### config.mk
export PLATFORM = sky130hd
export DESIGN_NAME = ews_ctrl
export DESIGN_NICKNAME = d
export VERILOG_FILES = /design/src/core/ews_pkg.sv /design/src/core/ews_ctrl.sv
export SDC_FILE = /design/constraint.sdc
export NUM_CORES = 1
export LEC_CHECK = 0
export BUFFER_PORTS_ARGS = -buffer_cell sky130_fd_sc_hd__clkbuf_2
export CAP_MARGIN = 0
export CORE_MARGIN = 8
export CORE_UTILIZATION = 42
export DETAILED_ROUTE_END_ITERATION = 7
export SLEW_MARGIN = 20
export SYNTH_ARGS = -nofsm -noshare
export SYNTH_HDL_FRONTEND = slang
export SYNTH_SLANG_ARGS = --single-unit
### constraint.sdc
create_clock -name i_clock -period 4.8 [get_ports i_clock]
set_input_delay 0.48 -clock i_clock [delete_from_list [all_inputs] [get_ports i_clock]]
set_output_delay 0.48 -clock i_clock [all_outputs]
set_load 0.05 [all_outputs]
### src/core/ews_pkg.sv
package ews_pkg;

	localparam int EXT_CHANNELS = 8;
	localparam int WAKE_CHANNELS = 8;
	localparam int WB_ADDR_W = 8;

	// Register byte offsets.
	localparam logic [WB_ADDR_W-1:0] DETECT_LEVEL_CFG_OFF = 8'h00;
	localparam logic [WB_ADDR_W-1:0] EXT_REQ_ENABLE_OFF   = 8'h04;
	localparam logic [WB_ADDR_W-1:0] EXT_REQ_FLAGS_OFF    = 8'h08;
	localparam logic [WB_ADDR_W-1:0] AUTO_XFER_SELECT_OFF = 8'h0C;
	localparam logic [WB_ADDR_W-1:0] WAKE_ENABLE_CTRL_OFF = 8'h10;
	localparam logic [WB_ADDR_W-1:0] WAKE_FLAG_REG_OFF    = 8'h14;
	localparam logic [WB_ADDR_W-1:0] DELAYED_REQ_REG_OFF  = 8'h18;
	localparam logic [WB_ADDR_W-1:0] IRQ_STATUS_OFF       = 8'h1C;
	localparam logic [WB_ADDR_W-1:0] IRQ_MASK_OFF         = 8'h20;
	localparam logic [WB_ADDR_W-1:0] XFER_DONE_OFF        = 8'h24;

	// Field positions.
	localparam int WAKE_FLAG_POS = 0;
	localparam int DELAYED_REQ_BIT_POS = 0;
	localparam int EVT_EXT_POS = 0;
	localparam int EVT_WAKE_POS = 1;
	localparam int EVT_DELAYED_POS = 2;
	localparam int EVT_XFER_POS = 3;
	localparam int EVT_W = 4;

	// Reset values.
	localparam logic [15:0] DETECT_LEVEL_CFG_RST = 16'h0000;
	localparam logic [7:0] EXT_REQ_ENABLE_RST = 8'h00;
	localparam logic [7:0] AUTO_XFER_SELECT_RST = 8'h00;
	localparam logic [7:0] WAKE_ENABLE_CTRL_RST = 8'h00;
	localparam logic [EVT_W-1:0] IRQ_MASK_RST = 4'h0;

	// Edges after reset before the edge history holds a real pin sample.
	localparam logic [1:0] EDGE_FILL_CYCLES = 2'h3;

	// Detection condition codes, two bits per external channel.
	typedef enum logic [1:0] {
		EWS_DET_LOW = 2'h0,
		EWS_DET_HIGH = 2'h1,
		EWS_DET_RISE = 2'h2,
		EWS_DET_FALL = 2'h3
	} ews_det_t;

	typedef struct packed {
		logic [EXT_CHANNELS-1:0] ext_irq;
		logic [EXT_CHANNELS-1:0] xfer_req;
		logic                    wake_irq;
		logic                    wake_resume;
		logic                    delayed_irq;
	} ews_req_t;

endpackage : ews_pkg

### src/core/ews_ctrl.sv
`timescale 1ns/1ps
// Summary of operation
// RULE1 - Eight external request channels, each with its own detection condition.
// RULE2 - Plain interrupt channels detect high level, low level, rising or falling edge.
// RULE3 - Channels serving data transfer offer only high or low level detection.
// RULE4 - Each external request reaches the CPU only when its enable bit is set.
// RULE5 - A detected external request is latched in a flag until serviced or cleared.
// RULE6 - Service select 0: an accepted request goes straight to the handler.
// RULE7 - Service select 1: automatic transfer first, handler only after it completes.
// RULE8 - Eight wakeup inputs, each requesting on a low level at its pin.
// RULE9 - All wakeup channels set one common wakeup flag.
// RULE10 - Wakeup requests pass to the CPU only when enabled in wakeup control.
// RULE11 - The pending wakeup request is held in a software-readable flag register.
// RULE12 - Enabled wakeup ends standby, but never hardware standby.
// RULE13 - Wakeup requests never start automatic transfer; they are plain interrupts.
// RULE14 - Writing 1 to the delayed request bit raises the delayed request.
// RULE15 - Writing 0 to the delayed request bit withdraws the delayed request.
// RULE16 - The delayed request has no enable; the bit alone drives it.
// RULE17 - The delayed request state reads back from the delayed request bit.
// RULE18 - Pin inputs pass a two-stage synchroniser before any detection.
// RULE19 - A cleared level-detected flag sets again while the active level persists.
module ews_ctrl (
	input  wire logic                                i_clock,
	input  wire logic                                i_rst,
	input  wire logic                                i_wb_cyc,
	input  wire logic                                i_wb_stb,
	input  wire logic                                i_wb_we,
	input  wire logic [ews_pkg::WB_ADDR_W-1:0]       i_wb_adr,
	input  wire logic [3:0]                          i_wb_sel,
	input  wire logic [31:0]                         i_wb_dat,
	output logic      [31:0]                         o_wb_dat,
	output logic                                     o_wb_ack,
	input  wire logic [ews_pkg::EXT_CHANNELS-1:0]    i_ext_req_in,
	input  wire logic [ews_pkg::WAKE_CHANNELS-1:0]   i_wake_in_n,
	input  wire logic [ews_pkg::EXT_CHANNELS-1:0]    i_xfer_done,
	input  wire logic                                i_standby,
	input  wire logic                                i_hw_standby,
	output ews_pkg::ews_req_t                        o_req,
	output logic                                     o_irq
);
	import ews_pkg::*;

	logic [EXT_CHANNELS-1:0]  ext_meta_r;
	logic [EXT_CHANNELS-1:0]  ext_sync_r;
	logic [EXT_CHANNELS-1:0]  ext_prev_r;
	logic [WAKE_CHANNELS-1:0] wake_meta_r;
	logic [WAKE_CHANNELS-1:0] wake_sync_r;

	logic [15:0]              detect_level_cfg_r;
	logic [EXT_CHANNELS-1:0]  ext_req_enable_r;
	logic [EXT_CHANNELS-1:0]  ext_req_flags_r;
	logic [EXT_CHANNELS-1:0]  auto_xfer_select_r;
	logic [EXT_CHANNELS-1:0]  xfer_done_r;
	logic [WAKE_CHANNELS-1:0] wake_enable_ctrl_r;
	logic                     wake_flag_r;
	logic                     delayed_req_bit_r;
	logic [EVT_W-1:0]         irq_status_r;
	logic [EVT_W-1:0]         irq_mask_r;

	logic [EXT_CHANNELS-1:0]  ext_detect;
	logic                     wake_detect;
	logic [EXT_CHANNELS-1:0]  ext_irq_nxt;
	logic [EXT_CHANNELS-1:0]  xfer_req_nxt;
	logic [EVT_W-1:0]         evt;

	logic                     wr_stb;
	logic                     wr_cfg;
	logic                     wr_enable;
	logic                     wr_select;
	logic                     wr_wake_en;
	logic                     wr_irq_mask;
	logic                     wr_flags;
	logic                     wr_wake_flag;
	logic                     wr_delayed;
	logic                     wr_status;
	logic [1:0]               fill_cnt_r;
	logic                     edge_ok;
	logic [31:0]              wr_mask;
	logic [31:0]              rd_nxt;

	ews_req_t                 req_r;
	logic                     irq_r;

	// Pins are asynchronous; the second stage, and the third (ext_prev_r) for edges, feed detection.
	always_ff @(posedge i_clock or posedge i_rst) begin
		if (i_rst) begin
			ext_meta_r <= '0;
			ext_sync_r <= '0;
			ext_prev_r <= '0;
		end else begin
			ext_meta_r <= i_ext_req_in;  // see RULE18
			ext_sync_r <= ext_meta_r;
			ext_prev_r <= ext_sync_r;
		end
	end

	// Wakeup pins idle high, so their stages reset to the inactive level.
	always_ff @(posedge i_clock or posedge i_rst) begin
		if (i_rst) begin
			wake_meta_r <= '1;
			wake_sync_r <= '1;
		end else begin
			wake_meta_r <= i_wake_in_n;  // see RULE18
			wake_sync_r <= wake_meta_r;
		end
	end

	// The edge history holds no real pin sample until a few edges after reset.
	// Edge detection waits for it, so that an idle-high pin gives no false edge.
	always_ff @(posedge i_clock or posedge i_rst) begin
		if (i_rst) begin
			fill_cnt_r <= '0;
		end else if (fill_cnt_r != EDGE_FILL_CYCLES) begin
			fill_cnt_r <= fill_cnt_r + 2'h1;
		end
	end

	assign edge_ok = (fill_cnt_r == EDGE_FILL_CYCLES);

	// Per-channel detection of the programmed condition.
	generate
		for (genvar ch = 0; ch < EXT_CHANNELS; ch++) begin : g_detect
			ews_det_t mode;
			always_comb begin
				mode = ews_det_t'(detect_level_cfg_r[2*ch +: 2]);  // see RULE1
				// A transfer channel accepts only levels: rise acts as high, fall as low.
				if (auto_xfer_select_r[ch] && mode[1]) begin
					mode = mode[0] ? EWS_DET_LOW : EWS_DET_HIGH;  // see RULE3
				end
				case (mode)
					EWS_DET_LOW:  ext_detect[ch] = ~ext_sync_r[ch];  // see RULE2
					EWS_DET_HIGH: ext_detect[ch] = ext_sync_r[ch];
					EWS_DET_RISE: ext_detect[ch] = edge_ok & ext_sync_r[ch] & ~ext_prev_r[ch];
					EWS_DET_FALL: ext_detect[ch] = edge_ok & ~ext_sync_r[ch] & ext_prev_r[ch];
					default:      ext_detect[ch] = 1'b0;
				endcase
			end
		end
	endgenerate

	assign wake_detect = |(~wake_sync_r & wake_enable_ctrl_r);  // see RULE8, see RULE9

	// Handler request waits for a completed transfer on transfer channels.
	assign ext_irq_nxt  = ext_req_flags_r & ext_req_enable_r
		& (~auto_xfer_select_r | xfer_done_r);                 // see RULE4, see RULE6
	assign xfer_req_nxt = ext_req_flags_r & ext_req_enable_r
		& auto_xfer_select_r & ~xfer_done_r;                   // see RULE7

	// Wishbone classic slave: ack follows one cycle after the request is seen
	// and stands for one cycle. A write lands at the edge where the master
	// samples ack high, the one edge at which master and slave agree that the
	// transfer happens.
	assign wr_stb = i_wb_cyc & i_wb_stb & i_wb_we & o_wb_ack;

	// Per-register write strobes.
	assign wr_cfg       = wr_stb & (i_wb_adr == DETECT_LEVEL_CFG_OFF);
	assign wr_enable    = wr_stb & (i_wb_adr == EXT_REQ_ENABLE_OFF) & i_wb_sel[0];
	assign wr_select    = wr_stb & (i_wb_adr == AUTO_XFER_SELECT_OFF) & i_wb_sel[0];
	assign wr_wake_en   = wr_stb & (i_wb_adr == WAKE_ENABLE_CTRL_OFF) & i_wb_sel[0];
	assign wr_irq_mask  = wr_stb & (i_wb_adr == IRQ_MASK_OFF) & i_wb_sel[0];
	assign wr_flags     = wr_stb & (i_wb_adr == EXT_REQ_FLAGS_OFF) & i_wb_sel[0];
	assign wr_wake_flag = wr_stb & (i_wb_adr == WAKE_FLAG_REG_OFF) & i_wb_sel[0];
	assign wr_delayed   = wr_stb & (i_wb_adr == DELAYED_REQ_REG_OFF) & i_wb_sel[0];
	assign wr_status    = wr_stb & (i_wb_adr == IRQ_STATUS_OFF) & i_wb_sel[0];

	always_comb begin
		for (int b = 0; b < 4; b++) begin
			wr_mask[8*b +: 8] = {8{i_wb_sel[b]}};
		end
	end

	// Detection codes, written byte lane by byte lane.
	always_ff @(posedge i_clock or posedge i_rst) begin
		if (i_rst) begin
			detect_level_cfg_r <= DETECT_LEVEL_CFG_RST;
		end else if (wr_cfg) begin
			detect_level_cfg_r <= (detect_level_cfg_r & ~wr_mask[15:0])
				| (i_wb_dat[15:0] & wr_mask[15:0]);
		end
	end

	// Per-channel request enables.
	always_ff @(posedge i_clock or posedge i_rst) begin
		if (i_rst) begin
			ext_req_enable_r <= EXT_REQ_ENABLE_RST;
		end else if (wr_enable) begin
			ext_req_enable_r <= i_wb_dat[7:0];
		end
	end

	// Per-channel choice between handler and automatic transfer.
	always_ff @(posedge i_clock or posedge i_rst) begin
		if (i_rst) begin
			auto_xfer_select_r <= AUTO_XFER_SELECT_RST;
		end else if (wr_select) begin
			auto_xfer_select_r <= i_wb_dat[7:0];
		end
	end

	// Per-pin wakeup enables.
	always_ff @(posedge i_clock or posedge i_rst) begin
		if (i_rst) begin
			wake_enable_ctrl_r <= WAKE_ENABLE_CTRL_RST;
		end else if (wr_wake_en) begin
			wake_enable_ctrl_r <= i_wb_dat[7:0];  // see RULE10
		end
	end

	// Interrupt mask, same layout as the status register.
	always_ff @(posedge i_clock or posedge i_rst) begin
		if (i_rst) begin
			irq_mask_r <= IRQ_MASK_RST;
		end else if (wr_irq_mask) begin
			irq_mask_r <= i_wb_dat[EVT_W-1:0];
		end
	end

	// External flags: write one to clear, a new detection wins over the clear.
	always_ff @(posedge i_clock or posedge i_rst) begin
		if (i_rst) begin
			ext_req_flags_r <= '0;
		end else begin
			if (wr_flags) begin
				ext_req_flags_r <= (ext_req_flags_r & ~i_wb_dat[7:0])
					| ext_detect;                              // see RULE5, see RULE19
			end else begin
				ext_req_flags_r <= ext_req_flags_r | ext_detect;  // see RULE5
			end
		end
	end

	// Transfer completion per channel, forgotten once its flag is cleared.
	always_ff @(posedge i_clock or posedge i_rst) begin
		if (i_rst) begin
			xfer_done_r <= '0;
		end else begin
			xfer_done_r <= (xfer_done_r | (i_xfer_done & req_r.xfer_req))
				& ext_req_flags_r;                             // see RULE7
		end
	end

	// Common wakeup flag, write one to clear, set wins.
	always_ff @(posedge i_clock or posedge i_rst) begin
		if (i_rst) begin
			wake_flag_r <= 1'b0;
		end else if (wake_detect) begin
			wake_flag_r <= 1'b1;                               // see RULE9, see RULE11
		end else if (wr_wake_flag && i_wb_dat[WAKE_FLAG_POS]) begin
			wake_flag_r <= 1'b0;
		end
	end

	// Delayed request follows the written value of its bit.
	always_ff @(posedge i_clock or posedge i_rst) begin
		if (i_rst) begin
			delayed_req_bit_r <= 1'b0;
		end else if (wr_delayed) begin
			delayed_req_bit_r <= i_wb_dat[DELAYED_REQ_BIT_POS];  // see RULE14, see RULE15
		end
	end

	// Rising edges of the handler, wakeup and delayed requests, and completed transfers, become sticky status events.
	always_comb begin
		evt = '0;
		evt[EVT_EXT_POS]     = |(ext_irq_nxt & ~req_r.ext_irq);
		evt[EVT_WAKE_POS]    = wake_flag_r & ~req_r.wake_irq;
		evt[EVT_DELAYED_POS] = delayed_req_bit_r & ~req_r.delayed_irq;
		evt[EVT_XFER_POS]    = |(i_xfer_done & req_r.xfer_req);
	end

	always_ff @(posedge i_clock or posedge i_rst) begin
		if (i_rst) begin
			irq_status_r <= '0;
		end else if (wr_status) begin
			irq_status_r <= (irq_status_r & ~i_wb_dat[EVT_W-1:0]) | evt;
		end else begin
			irq_status_r <= irq_status_r | evt;
		end
	end

	// Registered request outputs.
	always_ff @(posedge i_clock or posedge i_rst) begin
		if (i_rst) begin
			req_r <= '0;
		end else begin
			req_r.ext_irq     <= ext_irq_nxt;
			req_r.xfer_req    <= xfer_req_nxt;
			req_r.wake_irq    <= wake_flag_r;                        // see RULE13
			req_r.wake_resume <= wake_flag_r & i_standby & ~i_hw_standby;  // see RULE12
			req_r.delayed_irq <= delayed_req_bit_r;                 // see RULE16
		end
	end

	// Level interrupt, high while any unmasked status bit is set.
	always_ff @(posedge i_clock or posedge i_rst) begin
		if (i_rst) begin
			irq_r <= 1'b0;
		end else begin
			irq_r <= |(irq_status_r & irq_mask_r);
		end
	end

	always_comb begin
		rd_nxt = '0;
		case (i_wb_adr)
			DETECT_LEVEL_CFG_OFF: rd_nxt[15:0] = detect_level_cfg_r;
			EXT_REQ_ENABLE_OFF:   rd_nxt[7:0] = ext_req_enable_r;
			EXT_REQ_FLAGS_OFF:    rd_nxt[7:0] = ext_req_flags_r;
			AUTO_XFER_SELECT_OFF: rd_nxt[7:0] = auto_xfer_select_r;
			WAKE_ENABLE_CTRL_OFF: rd_nxt[7:0] = wake_enable_ctrl_r;
			WAKE_FLAG_REG_OFF:    rd_nxt[WAKE_FLAG_POS] = wake_flag_r;
			DELAYED_REQ_REG_OFF:  rd_nxt[DELAYED_REQ_BIT_POS] = delayed_req_bit_r;  // see RULE17
			IRQ_STATUS_OFF:       rd_nxt[EVT_W-1:0] = irq_status_r;
			IRQ_MASK_OFF:         rd_nxt[EVT_W-1:0] = irq_mask_r;
			XFER_DONE_OFF:        rd_nxt[7:0] = xfer_done_r;
			default:              rd_nxt = '0;
		endcase
	end

	// Ack drops after one cycle even while the master still holds its request.
	always_ff @(posedge i_clock or posedge i_rst) begin
		if (i_rst) begin
			o_wb_ack <= 1'b0;
		end else begin
			o_wb_ack <= i_wb_cyc & i_wb_stb & ~o_wb_ack;
		end
	end

	// Read data follows the address every cycle and is valid while ack stands.
	always_ff @(posedge i_clock or posedge i_rst) begin
		if (i_rst) begin
			o_wb_dat <= '0;
		end else begin
			o_wb_dat <= rd_nxt;
		end
	end

	assign o_req = req_r;
	assign o_irq = irq_r;

endmodule : ews_ctrl

==> summary.txt <==
STA
  – Final Hold Fails: 0
  – Final Max Tran Viols: 0
  – Worst Skew: approximately 0.017 ns
  – Setup TNS Final: 0 ns
  – Fmax: 438.4 MHz
  – Least-Margin Pin Slew: 1.079 ns
  – RSZ-0062 raised after global routing: false
  – Fin crit share: 0.4752
  – Final min period: 2.281 ns
  – Max transition margin: 0.2791
  – Final setup violation count: 0

Power
  – Reg power frac: 0.431
  – Peak VDD IR: approximately 0.25 mV
  – Pwr/cell area: between 300 and 400 nW/µm²
  – Switching portion of total power: 0.2080
  – Pleak: approximately 3.7 nW
  – P_sw: 0.6091 mW
  – Combinational power share: 0.049
  – P_int: roughly 2.3 mW
  – Clk network pwr share: 0.520

Yosys
  – Yosys cell types: 56
  – Mapped Area: between 6000 and 7000 µm²
  – Post-synth top area cell: dfrtp_1
  – Top cells by count, synth: dfrtp_1, mux2_2, nand2_1, nor2_1
  – Top_reg_cell synth: dfrtp_1
  – Post-Syn Area per Cell: 12.69 µm²
  – Yosys warns: 0
  – Synth Register Bits: 145
  – Syn Inst Count: ~480
  – EDFF count, synth: 0
  – Most frequent cell after synthesis: dfrtp_1
  – Top cells by area, synth: dfrtp_1, mux2_2, dfstp_2
  – Async set-reset flop share out of synthesis: 1.000
  – Seq/Total Area, Yosys: 0.5943
  – Post-synth top area share: 0.5258

Clocking
  – Postcts setup bufs: 0
  – Clock slew at reported path FFs: approximately 0.060 ns
  – CTS sink cnt: approximately 150
  – Max clock buf depth: 2
  – Post-CTS Hold Buffers: 0
  – Root Buffer: clkbuf_16
  – Skew-Pair Late Insertion Delay: about 0.43 ns
  – Cts bufs inserted: 17
  – Post-CTS sizing: 0
  – CTS tree: yes
  – H-tree Lvls: 4

Route
  – ANT nets after route: 0
  – Top layer reached by signal wires: met4
  – DRT iter0 DRCs: 280
  – Drt drc: 0
  – Wirelength, routed: ~15000 µm
  – Vias/cell: between 5 and 6
  – Pre-antenna DRT Iters: 4
  – Routed wl met2: 7584 µm
  – Vias: 4197
  – Wire length on met3: between 900 and 1000 µm
  – Wl on met1: between 6000 and 7000 µm
  – Average wire per standard cell: 19.63 µm

Die
  – Die Span Y: about 140 µm
  – DIE AREA: between 15000 and 20000 µm²
  – I/O pin count: roughly 130
  – Initial Util: 0.4257
  – Chip Width: about 140 µm
  – Core ar.: roughly 14000 µm²
  – Row cnt: between 40 and 50

Critical path
  – Kind of critical path: input pin to flop
  – Reg-to-reg setup timing slack: 2.71 ns
  – CP Capture Type: flop
  – Crit start category: input pin
  – CP arrival: about 2.6 ns
  – Critical Path RT: between 5 and 6 ns
  – Crit Path Max Fanout: 20

Global routing
  – Global-route wire length before repair: 24090 µm
  – Overflow after GRT: 0
  – Initial antenna violation count: 0
  – GRT Total Usage: 0.1722
  – Pin count of the biggest net entering global routing: ~110
  – Vias in the first global route: around 4400

Placed design
  – PortBufs: 93
  – GPL Wtd Cong: between 0.8 and 0.9
  – DP HPWL: approximately 11000 µm

Job
  – Max-Cap Viols: 0

Worst hold path
  – Hold Crit Class: input pin to flop

Layout
  – Nets@finish: between 600 and 700
  – Layout cells sized above 1: 0.3683
  – Area grow syn2layout: 20.73%
  – Final antenna diode count: 0
  – Fill count: about 1300
  – Util after Layout: 0.5139
  – Sequential Area: ~3600 µm²
  – Multi-input logic area: roughly 2300 µm²

Run status
  – Status: complete, no violations
-- logic make-up (layout without fill, tap and decap cells) --
kind of cell    Yosys count  after routing  synth area share
compound gates           86             86           0.09476
xor+xnor                  8              8           0.01141
fa+ha+maj                 1              1          0.002038
buf+inv                  43            144           0.04035
flops                   145            145            0.5943
mux                      59             59            0.1202
other cells               1             16         0.0006108
simple gates            141            141            0.1363
-- metal layers --
layer  vias to the layer above  GRT usage
met3                        20    0.04699
met5                         -          0
met4                         0    0.06940
met2                       135     0.2705
met1                      2127     0.2215
li1                       1915          -
-- cell usage in the layout (no fill, tap or decap), types with 17 or more instances in the layout --
| cell type | n |
|---|---|
| a21oi_1 | 17 |
| a22oi_1 | 18 |
| clkbuf_16 | 17 |
| clkbuf_2 | 93 |
| dfrtp_1 | 129 |
| inv_1 | 17 |
| mux2_2 | 44 |
| nand2_1 | 26 |
| nor2_1 | 26 |
| nor2b_1 | 18 |
-- worst max-delay path, cell delays in order --
cell	delay, ns
clkbuf_2	0.42
nor2b_1	0.60
nand2_1	0.18
nor3_4	0.48
mux2_2	0.40
-- stage by stage --
| stage | cells | setup slack (ns) | power (mW) | cell area (µm²) | hold slack, ns |
|---|---|---|---|---|---|
| after global placement | 752 | 2.125 | 1.423 | 6724 | 0.3320 |
| after detailed placement | 752 | 2.092 | 1.428 | 6724 | 0.3347 |
| after CTS | 784 | 2.541 | 2.951 | 7412 | 0.1220 |
| after global routing | 784 | 2.399 | 3.028 | 7412 | 0.1232 |
| after floorplan | 499 | 0.4518 | 1.382 | 6196 | 0.3312 |
| final | 784 | 2.519 | 2.929 | 7412 | 0.1389 |
-- worst paths after layout --
| check | start | end | cells after the start |
|---|---|---|---|
| setup / recovery | i_wb_adr[2] | ext_req_enable_r[0] | 5 |
| hold / removal | i_wake_in_n[2] | wake_meta_r[2] | 1 |
| setup reg to reg | o_wb_ack | wake_enable_ctrl_r[3] | 4 |
| hold reg to reg | ext_meta_r[5] | ext_sync_r[5] | 0 |
| max in group asynchronous | i_rst | wake_sync_r[5] | 3 |
| min in group asynchronous | i_rst | asynchronous set/reset pin | 2 |
-- power by group through the flow --
| stage | sequential [mW] | clock [mW] | combinational, mW |
|---|---|---|---|
| after floorplan | 1.29 | 0 | 0.0969 |
| after global placement | 1.28 | 0 | 0.140 |
| final | 1.26 | 1.52 | 0.143 |
| after detailed placement | 1.28 | 0 | 0.143 |
| after global routing | 1.27 | 1.61 | 0.157 |
| after CTS | 1.26 | 1.54 | 0.144 |
-- final cells by class --
| class | count | area share |
|---|---|---|
| well taps | 184 | 0.03106 |
| flip-flops and latches | 145 | 0.4922 |
| inverters | 18 | 0.009791 |
| clock buffers | 23 | 0.06583 |
| repair buffers | 94 | 0.06381 |
| clock inverters | 9 | 0.02701 |
| multi-input cells | 311 | 0.3103 |
No activity file was read; power rests on OpenSTA's default activity.
